`src/pkg/pin_mode_pkg.sv`:
```
// constants for the port 2 pin mode registers, pins 1 to 5
// assumes a plain register port with 32-bit byte addresses and 16-bit data
package pin_mode_pkg;
    localparam int unsigned NUM_PINS = 5;
    localparam int unsigned ADDR_W = 32;
    localparam int unsigned DATA_W = 16;
    localparam int unsigned FID_W = 5;
    localparam int unsigned SEL_W = 2;

    // printed register offsets, one 16-bit register each
    localparam logic [31:0] PORT2_PIN1_MODE_OFS = 32'h5000_3048;
    localparam logic [31:0] PORT2_PIN2_MODE_OFS = 32'h5000_304a;
    localparam logic [31:0] PORT2_PIN3_MODE_OFS = 32'h5000_304c;
    localparam logic [31:0] PORT2_PIN4_MODE_OFS = 32'h5000_304e;
    localparam logic [31:0] PORT2_PIN5_MODE_OFS = 32'h5000_3050;

    // field positions
    localparam int unsigned SEL_LSB = 8;
    localparam int unsigned SEL_MSB = 9;
    localparam int unsigned FID_LSB = 0;
    localparam int unsigned FID_MSB = 4;

    // pull/direction encodings
    localparam logic [1:0] SEL_IN_NONE = 2'h0;
    localparam logic [1:0] SEL_IN_PULL_UP = 2'h1;
    localparam logic [1:0] SEL_IN_PULL_DOWN = 2'h2;
    localparam logic [1:0] SEL_OUTPUT = 2'h3;

    // reset values
    localparam logic [1:0] SEL_RESET = 2'h2;
    localparam logic [4:0] FID_RESET = 5'h00;
    localparam logic [15:0] READ_ZERO = 16'h0000;
endpackage : pin_mode_pkg

```
`src/logic/port2_pin_mode_config.sv`:
```
// port 2 pin mode configuration, pins 1 to 5: registers and pad control decode
// assumes a single-cycle register master; pad controls feed the pad ring directly
`timescale 1ns/100ps
module port2_pin_mode_config (
    input wire logic sys_clk, // 40 MHz system clock
    input wire logic rst_b, // synchronous reset, active low
    input wire logic [31:0] reg_addr, // register byte address
    input wire logic [15:0] reg_wr_data, // register write data
    input wire logic reg_wr, // write strobe, one cycle
    input wire logic reg_rd, // read strobe, one cycle
    output logic [15:0] reg_rd_data, // read data, valid the cycle after reg_rd
    input wire logic [4:0] pin_analog, // per pin: pad is in analog use
    output logic [4:0] pad_output_en, // per pin: output driver enabled
    output logic [4:0] pad_pull_up_en, // per pin: pull-up resistor enabled
    output logic [4:0] pad_pull_down_en, // per pin: pull-down resistor enabled
    output logic [24:0] pin_function_id // five bits per pin, pin 1 in the low bits
);

    // address decoder slot: hit flag on top of a three-bit pin index
    localparam int unsigned SLOT_W = 4;
    localparam int unsigned SLOT_HIT = 3;
    localparam int unsigned IDX_W = 3;
    localparam logic [3:0] SLOT_NONE = 4'h0;
    localparam logic [3:0] SLOT_PIN1 = 4'h8;
    localparam logic [3:0] SLOT_PIN2 = 4'h9;
    localparam logic [3:0] SLOT_PIN3 = 4'ha;
    localparam logic [3:0] SLOT_PIN4 = 4'hb;
    localparam logic [3:0] SLOT_PIN5 = 4'hc;

    // pad control word: {output enable, pull-up, pull-down}
    localparam int unsigned PAD_W = 3;
    localparam int unsigned PAD_OE = 2;
    localparam int unsigned PAD_PU = 1;
    localparam int unsigned PAD_PD = 0;
    localparam logic [2:0] PAD_ALL_OFF = 3'h0;
    localparam logic [2:0] PAD_PULL_UP = 3'h2;
    localparam logic [2:0] PAD_PULL_DOWN = 3'h1;
    localparam logic [2:0] PAD_DRIVE = 3'h4;

    // pad vectors after reset: the pulled-down input that the reset field selects
    localparam logic [4:0] PINS_NONE = 5'h00;
    localparam logic [4:0] PINS_ALL = 5'h1f;
    localparam logic [4:0] OE_RESET = PINS_NONE;
    localparam logic [4:0] PU_RESET = PINS_NONE;
    localparam logic [4:0] PD_RESET = PINS_ALL;

    // map an address to a pin slot; hit low for anything unmapped
    function automatic logic [3:0] addr_decode(input logic [31:0] a);
        logic [3:0] r;
        r = SLOT_NONE;
        case (a)
            pin_mode_pkg::PORT2_PIN1_MODE_OFS: begin
                r = SLOT_PIN1;
            end
            pin_mode_pkg::PORT2_PIN2_MODE_OFS: begin
                r = SLOT_PIN2;
            end
            pin_mode_pkg::PORT2_PIN3_MODE_OFS: begin
                r = SLOT_PIN3;
            end
            pin_mode_pkg::PORT2_PIN4_MODE_OFS: begin
                r = SLOT_PIN4;
            end
            pin_mode_pkg::PORT2_PIN5_MODE_OFS: begin
                r = SLOT_PIN5;
            end
            default: begin
                r = SLOT_NONE;
            end
        endcase
        return r;
    endfunction : addr_decode

    // {output enable, pull-up, pull-down} for one pin
    function automatic logic [2:0] pad_decode(input logic [1:0] sel, input logic analog);
        logic [2:0] r;
        r = PAD_ALL_OFF;
        if (analog) begin
            // the field keeps its value, it just stops reaching the pad
            r = PAD_ALL_OFF;
        end else begin
            case (sel)
                pin_mode_pkg::SEL_IN_NONE: begin
                    r = PAD_ALL_OFF;
                end
                pin_mode_pkg::SEL_IN_PULL_UP: begin
                    r = PAD_PULL_UP;
                end
                pin_mode_pkg::SEL_IN_PULL_DOWN: begin
                    r = PAD_PULL_DOWN;
                end
                pin_mode_pkg::SEL_OUTPUT: begin
                    r = PAD_DRIVE;
                end
                default: begin
                    r = PAD_ALL_OFF;
                end
            endcase
        end
        return r;
    endfunction : pad_decode

    // pull/direction field of a write word
    function automatic logic [1:0] wr_sel_field(input logic [15:0] d);
        logic [1:0] r;
        r = d[pin_mode_pkg::SEL_MSB:pin_mode_pkg::SEL_LSB];
        return r;
    endfunction : wr_sel_field

    // function id field of a write word; reserved bits are dropped here
    function automatic logic [4:0] wr_fid_field(input logic [15:0] d);
        logic [4:0] r;
        r = d[pin_mode_pkg::FID_MSB:pin_mode_pkg::FID_LSB];
        return r;
    endfunction : wr_fid_field

    // read word for one register, reserved bits forced to zero
    function automatic logic [15:0] read_word(input logic [1:0] sel, input logic [4:0] fid);
        logic [15:0] r;
        r = pin_mode_pkg::READ_ZERO;
        r[pin_mode_pkg::SEL_MSB:pin_mode_pkg::SEL_LSB] = sel;
        r[pin_mode_pkg::FID_MSB:pin_mode_pkg::FID_LSB] = fid;
        return r;
    endfunction : read_word

    // one-hot pin pick from a decoded slot, empty when the address missed
    function automatic logic [4:0] slot_onehot(input logic [3:0] slot);
        logic [4:0] r;
        r = PINS_NONE;
        if (slot[SLOT_HIT]) begin
            for (int i = 0; i < 5; i++) begin
                r[i] = (slot[IDX_W-1:0] == IDX_W'(i));
            end
        end
        return r;
    endfunction : slot_onehot

    // flatten the function ids, pin 1 in the low five bits
    function automatic logic [24:0] pack_fids(input logic [4:0] f0, input logic [4:0] f1,
        input logic [4:0] f2, input logic [4:0] f3, input logic [4:0] f4);
        logic [24:0] r;
        r = {f4, f3, f2, f1, f0};
        return r;
    endfunction : pack_fids

    logic [1:0] sel_q [5];
    logic [1:0] sel_d [5];
    logic [4:0] fid_q [5];
    logic [4:0] fid_d [5];
    logic [15:0] rd_data_q, rd_data_d;
    logic [4:0] oe_q, oe_d, pu_q, pu_d, pd_q, pd_d;
    logic [3:0] wr_slot, rd_slot;
    logic [4:0] wr_pick, rd_pick;

    assign wr_slot = addr_decode(reg_addr);
    assign rd_slot = wr_slot;

    // per-pin strobes; at most one bit set, since the slots are distinct
    always_comb begin
        wr_pick = PINS_NONE;
        rd_pick = PINS_NONE;
        if (reg_wr) begin
            wr_pick = slot_onehot(wr_slot);
        end
        if (reg_rd) begin
            rd_pick = slot_onehot(rd_slot);
        end
    end

    // register writes; a write to an unmapped address picks no pin
    always_comb begin
        for (int i = 0; i < 5; i++) begin
            sel_d[i] = sel_q[i];
            fid_d[i] = fid_q[i];
            if (wr_pick[i]) begin
                sel_d[i] = wr_sel_field(reg_wr_data);
                fid_d[i] = wr_fid_field(reg_wr_data);
            end
        end
    end

    always_ff @(posedge sys_clk) begin
        if (!rst_b) begin
            for (int i = 0; i < 5; i++) begin
                sel_q[i] <= pin_mode_pkg::SEL_RESET;
                fid_q[i] <= pin_mode_pkg::FID_RESET;
            end
        end else begin
            for (int i = 0; i < 5; i++) begin
                sel_q[i] <= sel_d[i];
                fid_q[i] <= fid_d[i];
            end
        end
    end

    // read mux over the one-hot pick, so a miss or an idle cycle returns zero
    always_comb begin
        rd_data_d = pin_mode_pkg::READ_ZERO;
        for (int i = 0; i < 5; i++) begin
            if (rd_pick[i]) begin
                rd_data_d = read_word(sel_q[i], fid_q[i]);
            end
        end
    end

    // read data stands for one cycle only, then falls back to zero
    always_ff @(posedge sys_clk) begin
        if (!rst_b) begin
            rd_data_q <= pin_mode_pkg::READ_ZERO;
        end else begin
            rd_data_q <= rd_data_d;
        end
    end

    // pad controls registered so every output leaves a flop; one cycle behind the field
    always_comb begin
        logic [2:0] p;
        p = PAD_ALL_OFF;
        oe_d = PINS_NONE;
        pu_d = PINS_NONE;
        pd_d = PINS_NONE;
        for (int i = 0; i < 5; i++) begin
            p = pad_decode(sel_q[i], pin_analog[i]);
            oe_d[i] = p[PAD_OE];
            pu_d[i] = p[PAD_PU];
            pd_d[i] = p[PAD_PD];
        end
    end

    // reset value matches a pulled-down input, so the pads agree with the field
    always_ff @(posedge sys_clk) begin
        if (!rst_b) begin
            oe_q <= OE_RESET;
            pu_q <= PU_RESET;
            pd_q <= PD_RESET;
        end else begin
            oe_q <= oe_d;
            pu_q <= pu_d;
            pd_q <= pd_d;
        end
    end

    assign reg_rd_data = rd_data_q;
    assign pad_output_en = oe_q;
    assign pad_pull_up_en = pu_q;
    assign pad_pull_down_en = pd_q;
    // plain wiring of the id flops, no logic in between
    assign pin_function_id = pack_fids(fid_q[0], fid_q[1], fid_q[2], fid_q[3], fid_q[4]);

endmodule : port2_pin_mode_config

```
`config.mk`:
```
export PLATFORM = sky130hd
export DESIGN_NAME = port2_pin_mode_config
export DESIGN_NICKNAME = d
export VERILOG_FILES = /design/src/pkg/pin_mode_pkg.sv /design/src/logic/port2_pin_mode_config.sv
export SDC_FILE = /design/constraint.sdc
export NUM_CORES = 1
export LEC_CHECK = 0
export BUFFER_PORTS_ARGS = -buffer_cell sky130_fd_sc_hd__buf_2
export CORE_UTILIZATION = 30
export DETAILED_ROUTE_END_ITERATION = 16
export GPL_TIMING_DRIVEN = 0
export SYNTH_ARGS = -nofsm -noshare
export SYNTH_HDL_FRONTEND = slang
export SYNTH_SLANG_ARGS = --single-unit
```
`constraint.sdc`:
```
create_clock -name sys_clk -period 1.9 [get_ports sys_clk]
set_input_delay 0.19 -clock sys_clk [delete_from_list [all_inputs] [get_ports sys_clk]]
set_output_delay 0.19 -clock sys_clk [all_outputs]
set_load 0.005 [all_outputs]
```
==> flow_metrics.env, run 1 <==
export IMPL_crit_family="simple AND/OR/NAND/NOR gates"
export IMPL_syn2layout_area_growth_pct=30.9
export IMPL_hold_path_depth=2
export IMPL_rsz0062_at_grt="false"
export IMPL_critPathLaunch="reg_addr[5]"
export IMPL_p_per_area_nw_per_um2=694
export IMPL_start_util_pct=30.9
export IMPL_ant_nets=0
export IMPL_ff2ff_path_depth=3
export IMPL_core_area_sq_um=8180
export IMPL_grt_use_total_pct=16.2
export IMPL_ctsResizeCount=0
export IMPL_ios=113
export IMPL_cp_num_buf_inv=1
export IMPL_grt_max_degree=11
export IMPL_fin_cells=487
export IMPL_wl_um=6880
export IMPL_multi_input_comb_area_sq_um=1280
export IMPL_grt_overflow_total=0
export IMPL_drive_gt1_share_pct=33.0
export IMPL_clock_root_buffer="clkbuf_8"
export IMPL_fmax_mhz=542
export IMPL_ir_drop_uv=393
export IMPL_final_nets=437
export IMPL_cts_buffers_inserted=9
export IMPL_netlist_instances=268
export IMPL_final_max_slew_viol_count=0
export IMPL_skew_ns=0.00533
export IMPL_cts_clk_slew_worst_paths_ns=0.06
export IMPL_drt_initial_drc_count=120
export IMPL_dieArea_sq_um=8800
export IMPL_cts_hold_buf=0
export IMPL_endpoint_kind="flip-flop"
export IMPL_synth_cell_types=35
export IMPL_dr_pass1_iters=4
export IMPL_postLayoutCoreUtil_pct=40.5
export IMPL_hold_viol=0
export IMPL_arrival_ns=2.07
export IMPL_synthesis_area_sq_um=2530
export IMPL_crit_cells=6
export IMPL_seq_area_sq_um=1140
export IMPL_period_share_pct=97.0
export IMPL_wire_per_inst_um=14.1
export IMPL_ys_flop_type="dfxtp_1"
export IMPL_fillers=867
export IMPL_tightest_slew_ns=0.551
export IMPL_clock_path_buffers=2
export IMPL_synth_edff_count=0
export IMPL_yosysSeqAreaShare_pct=45.1
export IMPL_vias=2264
export IMPL_cts_sinks=57
export IMPL_reg2reg_to="reg_rd_data[2]$_SDFF_PN0_"
export IMPL_die_y_um=93.8
export IMPL_cp_slowest_stage_delay_ns=0.60
export IMPL_antenna_cells=0
export IMPL_leakage_nw=1.52
export IMPL_yosysWarnings=0
export IMPL_cp_slowest_cell="or4b_4"
export IMPL_postCtsSetupBuffers=0
export IMPL_die_width_um=93.8
export IMPL_crit_fanout=4
export IMPL_h_tree_depth=3
export IMPL_tritoncts="yes"
export IMPL_hp_class="in -> reg"
export IMPL_placementRows=33
export IMPL_grt_pass1_wl_um=10600
export IMPL_setup_viol=0
export IMPL_clkLatencyLatePin_ns=0.34
export IMPL_rrSetupSlack_ns=0.79
export IMPL_avgViaCountPerCell=4.65
export IMPL_design_area_sq_um=3310
export IMPL_timing_rr_start="fid_q[0][7]$_SDFFE_PN0P_"
export IMPL_place_area_sq_um=3160
export IMPL_critPathKind="in -> reg"
export IMPL_crit_chain="buf_2 -> or4b_4 -> nor3_2 -> mux2_2 -> o211a_1 -> o21a_1"
export IMPL_grt_pass1_vias=2102
export IMPL_routabilityCongestion=0.857
export IMPL_holdWs_ns=0.0168
export IMPL_finalCriticalPeriod_ns=1.84
export IMPL_synth_area_per_cell_sq_um=9.43
export IMPL_tns_ns=0
export IMPL_drv_cap=0
export IMPL_status="complete, no violations"
export IMPL_dp_cells=474
export IMPL_place_hpwl_um=5300
export IMPL_antenna_found_initial=0
export IMPL_critPathRequiredTime_ns=2.13
export IMPL_drc=0
export IMPL_placement_io_buffers=93
export IMPL_start_kind="primary input"
export IMPL_yosys_register_bits=57
export IMPL_async_reset_ff_share_pct=0
export IMPL_worst_slew_margin_rel_pct=63.3
export IMPL_crit_end="reg_rd_data[2]$_SDFF_PN0_"
-- registers in the layout (all words and copies together), names as in the netlist --
signal            cells
pad_pull_down_en      5
pad_pull_up_en        5
pad_output_en         5
fid_q                25
sel_q                10
reg_rd_data           7
-- report_power, final --
group | internal, mW | switching, mW | total [mW]
clock | 0.485 | 0.436 | 0.921
sequential | 1.20 | 0.00137 | 1.20
combinational | 0.0765 | 0.0983 | 0.175
-- synthesized netlist by cell type (2+ instances only) --
cell type	number	area (sq um)
nor3b_1	5	37.5
o21ai_0	18	90.1
nor3_1	6	30.0
nand3_1	6	30.0
clkbuf_1	10	37.5
nor2b_1	16	100
dfxtp_1	57	1140
o221ai_1	4	35.0
buf_4	11	82.6
inv_1	5	18.8
nand2_1	47	176
nor4_1	3	18.8
nor3_4	2	32.5
nor2_1	8	30.0
nor4bb_1	2	20.0
mux2i_1	35	350
and4b_1	2	20.0
nand3b_1	2	15.0
a31oi_1	5	31.3
o211a_1	2	20.0
o21a_1	2	15.0
mux2_2	2	22.5
nand2b_1	6	37.5
-- layout by cell type (no fill, tap or decap), drive strengths merged --
master  synthesis  final
a31oi           5      5
and2            1      1
and3            1      1
and4            1      1
and4b           2      2
buf            11    104
clkbuf         10     22
clkinv          0      1
conb            1      9
dfxtp          57     57
inv             5      5
mux2            2      2
mux2i          35     35
nand2          47     47
nand2b          6      6
nand3           6      6
nand3b          2      2
nand4           3      3
nor2           10     10
nor2b          16     16
nor3            8      8
nor3b           5      5
nor4            4      4
nor4b           1      1
nor4bb          2      2
o211a           2      2
o21a            2      2
o21ai          18     18
o221ai          4      4
or4b            1      1
-- worst register-to-register path, delay by kind of cell (launching register included) --
family             cells  cell delay [ns]
AOI/OAI and AO/OA      2             0.40
DFF                    1             0.33
muxes                  1             0.27
-- metal layers --
layer	GRT usage, %	up-vias	part of all wire, %	routed length [um]
met5	0	-	0	0
met4	5.90	0	1.1	76
met3	5.91	6	6.8	470
met2	25.4	82	46	3180
met1	20.2	1035	46	3150
li1	-	1141	-	-
-- how the worst min path moves through the flow --
stage / start / endpoint / slack [ns]
after floorplan: pin_analog[1] / pad_pull_up_en[1]$_SDFF_PP0_ / 0.27
after global placement: pin_analog[2] / pad_pull_up_en[2]$_SDFF_PP0_ / 0.37
after detailed placement: pin_analog[3] / pad_pull_up_en[3]$_SDFF_PP0_ / 0.37
final: pin_analog[2] / pad_pull_up_en[2]$_SDFF_PP0_ / 0.02
after CTS: pin_analog[2] / pad_pull_up_en[2]$_SDFF_PP0_ / 0.007
after global routing: pin_analog[1] / pad_pull_up_en[1]$_SDFF_PP0_ / 0.009
-- cell type report --
| cell class | instances | area share [%] |
|---|---|---|
| Inverter | 5 | 0.567 |
| Timing Repair Buffer | 93 | 14.1 |
| Sequential cell | 57 | 34.5 |
| Clock inverter | 1 | 0.151 |
| Clock buffer | 12 | 4.39 |
| Multi-Input combinational cell | 193 | 38.8 |
| Tap cell | 105 | 3.97 |
| Buffer | 21 | 3.63 |
-- stage by stage --
stage | worst slack [ns] | power (mW)
after floorplan | 0.0592 | 1.32
after global placement | -0.261 | 1.40
after detailed placement | -0.288 | 1.40
after CTS | 0.0689 | 2.32
after global routing | 0.0481 | 2.41
final | 0.0567 | 2.30
-- logic make-up (layout without fill, tap and decap cells) --
group | count (synthesis) | in the layout | synth area share, %
AND/OR/NAND/NOR | 116 | 116 | 26.9
flip-flops | 57 | 57 | 45.1
multiplexers | 37 | 37 | 14.8
AO/OA/AOI/OAI | 31 | 31 | 7.57
buffers and inverters | 26 | 132 | 5.50
other | 1 | 9 | 0.148
Note: power is estimated with default switching activity, not from simulation.
==> inputs of run 2 (changes only) <==
--- a/config.mk
+++ b/config.mk
@@ -7,8 +7,11 @@
 export LEC_CHECK = 0
 export BUFFER_PORTS_ARGS = -buffer_cell sky130_fd_sc_hd__buf_2
 export CORE_UTILIZATION = 30
+export CTS_BUF_LIST = sky130_fd_sc_hd__clkbuf_4
 export DETAILED_ROUTE_END_ITERATION = 16
 export GPL_TIMING_DRIVEN = 0
+export PLACE_DENSITY_LB_ADDON = 0.3
+export SETUP_SLACK_MARGIN = 0.5
 export SYNTH_ARGS = -nofsm -noshare
 export SYNTH_HDL_FRONTEND = slang
 export SYNTH_SLANG_ARGS = --single-unit
==> run 2 against run 1 <==
The flow now finishes with violations (DRC). Via count up 6.2%. Global-route usage rose by 1.1 points. Register-to-register slack worse by 0.03 ns. Sequential share of layout area is 3.5 points lower. Clock-buffer cell count shrank 3. Combinational power rose by 11%. Clock skew up 0.0049 ns. Worst hold slack gained 0.040 ns. First-iteration DRC count fell by 30%. Critical path depth is the same. Clock power fell by 22%.
==> flow_metrics.env, run 2 (synthesis results as in run 1) <==
export IMPL_status="finished, violations left"
export IMPL_violations="DRC"
export IMPL_cts_buffers_inserted=9
export IMPL_fmax_mhz=644
export IMPL_place_area_sq_um=3190
export IMPL_cp_slowest_cell="or4b_4"
export IMPL_clock_root_buffer="clkbuf_4"
export IMPL_drv_cap=0
export IMPL_drc=2
export IMPL_dr_pass1_iters=10
export IMPL_cp_num_buf_inv=1
export IMPL_hold_start="reg_wr_data[4]"
export IMPL_grt_use_total_pct=17.3
export IMPL_placement_io_buffers=93
export IMPL_p_per_area_nw_per_um2=574
export IMPL_dp_cells=474
export IMPL_start_util_pct=30.9
export IMPL_hp_class="in -> reg"
export IMPL_leakage_nw=1.67
export IMPL_wl_um=7480
export IMPL_wire_per_inst_um=14.6
export IMPL_antenna_found_initial=0
export IMPL_tightest_slew_ns=0.562
export IMPL_crit_chain="buf_6 -> or4b_4 -> nor3_4 -> mux2_4 -> o211a_1 -> o21a_1"
export IMPL_final_cell_mix="buf_2, dfxtp_1, nand2_1"
export IMPL_final_nets=459
export IMPL_timing_rr_start="fid_q[0][1]$_SDFFE_PN0P_"
export IMPL_top_register="fid_q"
export IMPL_hold_path_depth=3
export IMPL_placementRows=33
export IMPL_cts_sinks=57
export IMPL_start_kind="primary input"
export IMPL_final_max_slew_viol_count=0
export IMPL_clkLatencyLatePin_ns=0.41
export IMPL_core_area_sq_um=8180
export IMPL_routabilityCongestion=0.812
export IMPL_ios=113
export IMPL_ant_nets=0
export IMPL_crit_fanout=4
export IMPL_h_tree_depth=3
export IMPL_worst_slew_margin_rel_pct=62.6
export IMPL_pre_cts_slack_ns=-0.278
export IMPL_ir_drop_uv=283
export IMPL_design_area_sq_um=3680
export IMPL_hold_path_end="fid_q[0][24]$_SDFFE_PN0P_"
export IMPL_period_share_pct=81.7
export IMPL_critPathKind="in -> reg"
export IMPL_tritoncts="yes"
export IMPL_hold_viol=0
export IMPL_cp_slowest_stage_delay_ns=0.62
export IMPL_drive_gt1_share_pct=39.3
export IMPL_vias=2405
export IMPL_syn2layout_area_growth_pct=45.6
export IMPL_die_y_um=93.8
export IMPL_dieArea_sq_um=8800
export IMPL_critPathRequiredTime_ns=2.21
export IMPL_cts_clk_slew_worst_paths_ns=0.10
export IMPL_fin_cells=512
export IMPL_avgViaCountPerCell=4.70
export IMPL_skew_ns=0.0102
export IMPL_rrSetupSlack_ns=0.76
export IMPL_grt_overflow_total=0
export IMPL_rsz0062_at_grt="true"
export IMPL_crit_family="simple AND/OR/NAND/NOR gates"
export IMPL_arrival_ns=1.86
export IMPL_reg2reg_to="reg_rd_data[1]$_SDFF_PN0_"
export IMPL_grt_max_degree=11
export IMPL_final_setup_worst_slack_ns=0.348
export IMPL_setup_viol=0
export IMPL_grt_pass1_wl_um=11400
export IMPL_die_width_um=93.8
export IMPL_grt_pass1_vias=2311
export IMPL_ff2ff_path_depth=3
export IMPL_clock_path_buffers=2
export IMPL_mostFrequentLayoutCell="buf_2"
export IMPL_finalPower_mw=2.11
export IMPL_antenna_cells=0
export IMPL_endpoint_kind="flip-flop"
export IMPL_postLayoutCoreUtil_pct=45.0
export IMPL_drt_initial_drc_count=84
export IMPL_largest_reg_flops=25
export IMPL_place_hpwl_um=5370
export IMPL_finalCriticalPeriod_ns=1.55
[run 2: changes by cell type in the layout (fill, tap and decap cells not counted), moves of 5 or more]
cell           delta
clkbuf_8         -10
clkbuf_4          +9
buf_6             +8
dlygate4sd3_1     +6
nand3_1           -5
nand3_2           +5
[run 2: what timing repair did]
action                                 4_1_cts  5_1_grt
hold buffers                                 6        0
setup endpoints to repair                   42       35
gates resized for setup                     12       21
pin swaps                                   10        9
gates cloned                                 0        2
endpoints found under the hold margin        6        0
setup buffers                               12        2
[run 2: worst max path at each step]
stage / to / start / cells after the start
final: reg_rd_data[2]$_SDFF_PN0_ / reg_addr[5] / 6
after global placement: reg_rd_data[4]$_SDFF_PN0_ / reg_addr[0] / 7
after CTS: reg_rd_data[2]$_SDFF_PN0_ / reg_addr[5] / 6
after global routing: reg_rd_data[2]$_SDFF_PN0_ / reg_addr[5] / 6
after detailed placement: reg_rd_data[8]$_SDFF_PN0_ / reg_addr[0] / 7
after floorplan: reg_rd_data[2]$_SDFF_PN0_ / reg_addr[0] / 5
[run 2: through the flow]
step	setup TNS (ns)	hold slack, ns
after floorplan	0	0.267
after global placement	-3.09	0.366
after detailed placement	-3.79	0.368
after CTS	0	0.0325
after global routing	0	0.0525
final	0	0.0564
[run 2: layout make-up]
cell class,count,area (sq um)
flip-flops and latches,57,1140
well taps,105,131
multi-input cells,193,1410
plain buffers,21,143
clock buffers,9,67.6
inverters,5,18.8
clock inverters,7,37.5
fillers,814,4490
repair buffers,115,734
[run 2: tightest hold or removal path, delay by kind of cell]
kind                   cells  cell delay [ns]
buffers and inverters      1             0.09
muxes                      1             0.06
and+or+nand+nor            1             0.10
[run 2: metal layers]
layer	share of wire, %	vias to the layer above	global-route usage (%)
met5	0	-	0
li1	-	1189	-
met1	44	1123	21.4
met2	48	80	28.6
met3	6.1	13	3.96
met4	1.7	0	7.82
[run 2: report_power, final]
group,leakage [nW],internal [mW],total [mW],switching [mW]
registers,0.461,1.20,1.20,0.00124
logic,1.16,0.0870,0.195,0.108
clock network,0.0566,0.252,0.717,0.465
total,1.67,1.54,2.11,0.575
==> inputs of run 3 (changes only) <==
==> constraint.sdc (replaced) <==
create_clock -name sys_clk -period 1.4 [get_ports sys_clk]
set_input_delay 0.14 -clock sys_clk [delete_from_list [all_inputs] [get_ports sys_clk]]
set_output_delay 0.14 -clock sys_clk [all_outputs]
set_load 0.005 [all_outputs]
==> run 3 against run 2 <==
The run ends with setup timing left. Die area unchanged. Sequential power up 36%. Non-clock buffer count up 20. First-iteration DRC count up 68%. Clock power up 37%. Combinational power up 44%. Cell count up 3.9%. Clock-buffer cell count unchanged. Global-route usage up 0.69 points. Flip-flop and latch count unchanged. Critical path type unchanged.
==> flow_metrics.env, run 3 (synthesis results as in run 1) <==
export IMPL_status="finished, violations left"
export IMPL_violations="setup timing"
export IMPL_fmax_mhz=658
export IMPL_cp_num_buf_inv=1
export IMPL_vias=2506
export IMPL_period_share_pct=108
export IMPL_pre_cts_slack_ns=-0.728
export IMPL_dp_cells=474
export IMPL_crit_family="simple AND/OR/NAND/NOR gates"
export IMPL_wire_per_inst_um=14.8
export IMPL_die_width_um=93.8
export IMPL_dieArea_sq_um=8800
export IMPL_holdWs_ns=0.0238
export IMPL_drv_cap=0
export IMPL_grt_use_total_pct=18.0
export IMPL_final_cell_mix="buf_2, nand2_1, mux2i_1"
export IMPL_grt_max_degree=11
export IMPL_hp_class="in -> reg"
export IMPL_start_util_pct=30.9
export IMPL_arrival_ns=1.83
export IMPL_dr_pass1_iters=4
export IMPL_antenna_found_initial=0
export IMPL_ant_nets=0
export IMPL_h_tree_depth=3
export IMPL_finalCriticalPeriod_ns=1.52
export IMPL_setup_viol=20
export IMPL_ios=113
export IMPL_leakage_nw=1.80
export IMPL_rsz0062_at_grt="true"
export IMPL_switchingPower_mw=0.791
export IMPL_place_hpwl_um=5370
export IMPL_grt_pass1_wl_um=11800
export IMPL_critPathKind="in -> reg"
export IMPL_drc=0
export IMPL_multi_input_comb_area_sq_um=1380
export IMPL_seq_area_sq_um=1190
export IMPL_final_nets=479
export IMPL_largest_reg_flops=25
export IMPL_fillers=788
export IMPL_internal_power_mw=2.10
export IMPL_drive_gt1_share_pct=48.5
export IMPL_ir_drop_uv=386
export IMPL_cts_sinks=57
export IMPL_start_kind="primary input"
export IMPL_avgViaCountPerCell=4.71
export IMPL_drt_initial_drc_count=141
export IMPL_tightest_slew_ns=0.591
export IMPL_antenna_cells=0
export IMPL_crit_chain="buf_6 -> or4b_4 -> nor3_4 -> mux2_4 -> o211a_1 -> o21a_1"
export IMPL_tritoncts="yes"
export IMPL_placement_io_buffers=93
export IMPL_final_setup_worst_slack_ns=-0.119
export IMPL_mostFrequentLayoutCell="buf_2"
export IMPL_crit_fanout=4
export IMPL_fin_cells=532
export IMPL_finalPower_mw=2.89
export IMPL_skew_ns=0.0109
export IMPL_endpoint_kind="flip-flop"
export IMPL_cts_clk_slew_worst_paths_ns=0.10
export IMPL_sw_frac_of_total_pct=27.3
export IMPL_die_y_um=93.8
export IMPL_critPathRequiredTime_ns=1.71
export IMPL_p_per_area_nw_per_um2=730
export IMPL_grt_pass1_vias=2419
export IMPL_placementRows=33
export IMPL_p_seq_share_pct=56.3
export IMPL_worst_slew_margin_rel_pct=60.6
export IMPL_top_register="fid_q"
export IMPL_syn2layout_area_growth_pct=56.7
export IMPL_wl_um=7880
export IMPL_cp_slowest_stage_delay_ns=0.61
export IMPL_final_max_slew_viol_count=0
export IMPL_cts_buffers_inserted=9
export IMPL_pwr_share_comb_pct=9.7
export IMPL_grt_overflow_total=0
export IMPL_postLayoutCoreUtil_pct=48.5
export IMPL_core_area_sq_um=8180
export IMPL_routabilityCongestion=0.812
export IMPL_clkLatencyLatePin_ns=0.41
export IMPL_clkPwrFrac_pct=33.9
export IMPL_cp_slowest_cell="or4b_4"
export IMPL_clock_root_buffer="clkbuf_4"
export IMPL_hold_viol=0
export IMPL_clock_path_buffers=2
## run 3: changes by cell type in the layout (fill, tap and decap cells not counted), sizes merged
cell         delta
buf            +17
dlygate4sd3     +4
clkbuf          -1
## run 3: per-stage QoR
step,area [sq um],TNS (ns)
floorplan,2590,-9.20
global placement,3190,-21.56
detailed placement,3190,-22.45
CTS,3750,-0.395
global route,3960,-1.87
finish,3960,-0.649
## run 3: per-layer routing
layer | up-vias | wire (um) | track usage (%)
met5 | - | 0 | 0
met2 | 84 | 3950 | 30.8
li1 | 1226 | - | -
met3 | 14 | 455 | 3.96
met4 | 0 | 156 | 7.69
met1 | 1182 | 3330 | 21.6
## run 3: final timing paths
| path | start | end | slack [ns] | depth (start not counted) |
|---|---|---|---|---|
| worst min-delay path | reg_wr_data[2] | fid_q[0][22]$_SDFFE_PN0P_ | 0.02 | 3 |
| worst max register to register | fid_q[0][1]$_SDFFE_PN0P_ | reg_rd_data[1]$_SDFF_PN0_ | 0.18 | 4 |
| worst max-delay path | reg_addr[5] | reg_rd_data[2]$_SDFF_PN0_ | -0.12 | 6 |
| worst min register to register | fid_q[0][11]$_SDFFE_PN0P_ | fid_q[0][11]$_SDFFE_PN0P_ | 0.48 | 2 |
## run 3: repair_timing
item                                    in CTS  in global routing
endpoints found under the setup margin      89                 89
pin swaps                                   14                  7
resized for setup                           53                 32
gates cloned                                 0                  1
hold endpoints to repair                    15                  0
buffers inserted                            24                  7
hold buffers                                10                  0
## run 3: worst min-delay path: stages
cell and delay, ns:
buf_2 0.09, mux2i_1 0.07, nor2b_1 0.11
## run 3: area by class of cell
class                   count  area share (%)
plain buffers              21            3.51
repair buffers            135            25.3
well taps                 105            3.32
multi-input cells         193            34.8
clock inverters             7           0.948
flip-flops and latches     57            29.9
inverters                   5           0.474
clock buffers               9            1.71
## run 3: power groups by stage
| stage | clock [mW] | combinational [mW] | sequential [mW] |
|---|---|---|---|
| 6_report | 0.981 | 0.281 | 1.63 |
| 5_1_grt | 1.07 | 0.308 | 1.63 |
| 4_1_cts | 0.999 | 0.267 | 1.63 |
| 3_5_place_dp | 0 | 0.240 | 1.67 |
| 3_3_place_gp | 0 | 0.235 | 1.67 |
| 2_1_floorplan | 0 | 0.122 | 1.67 |
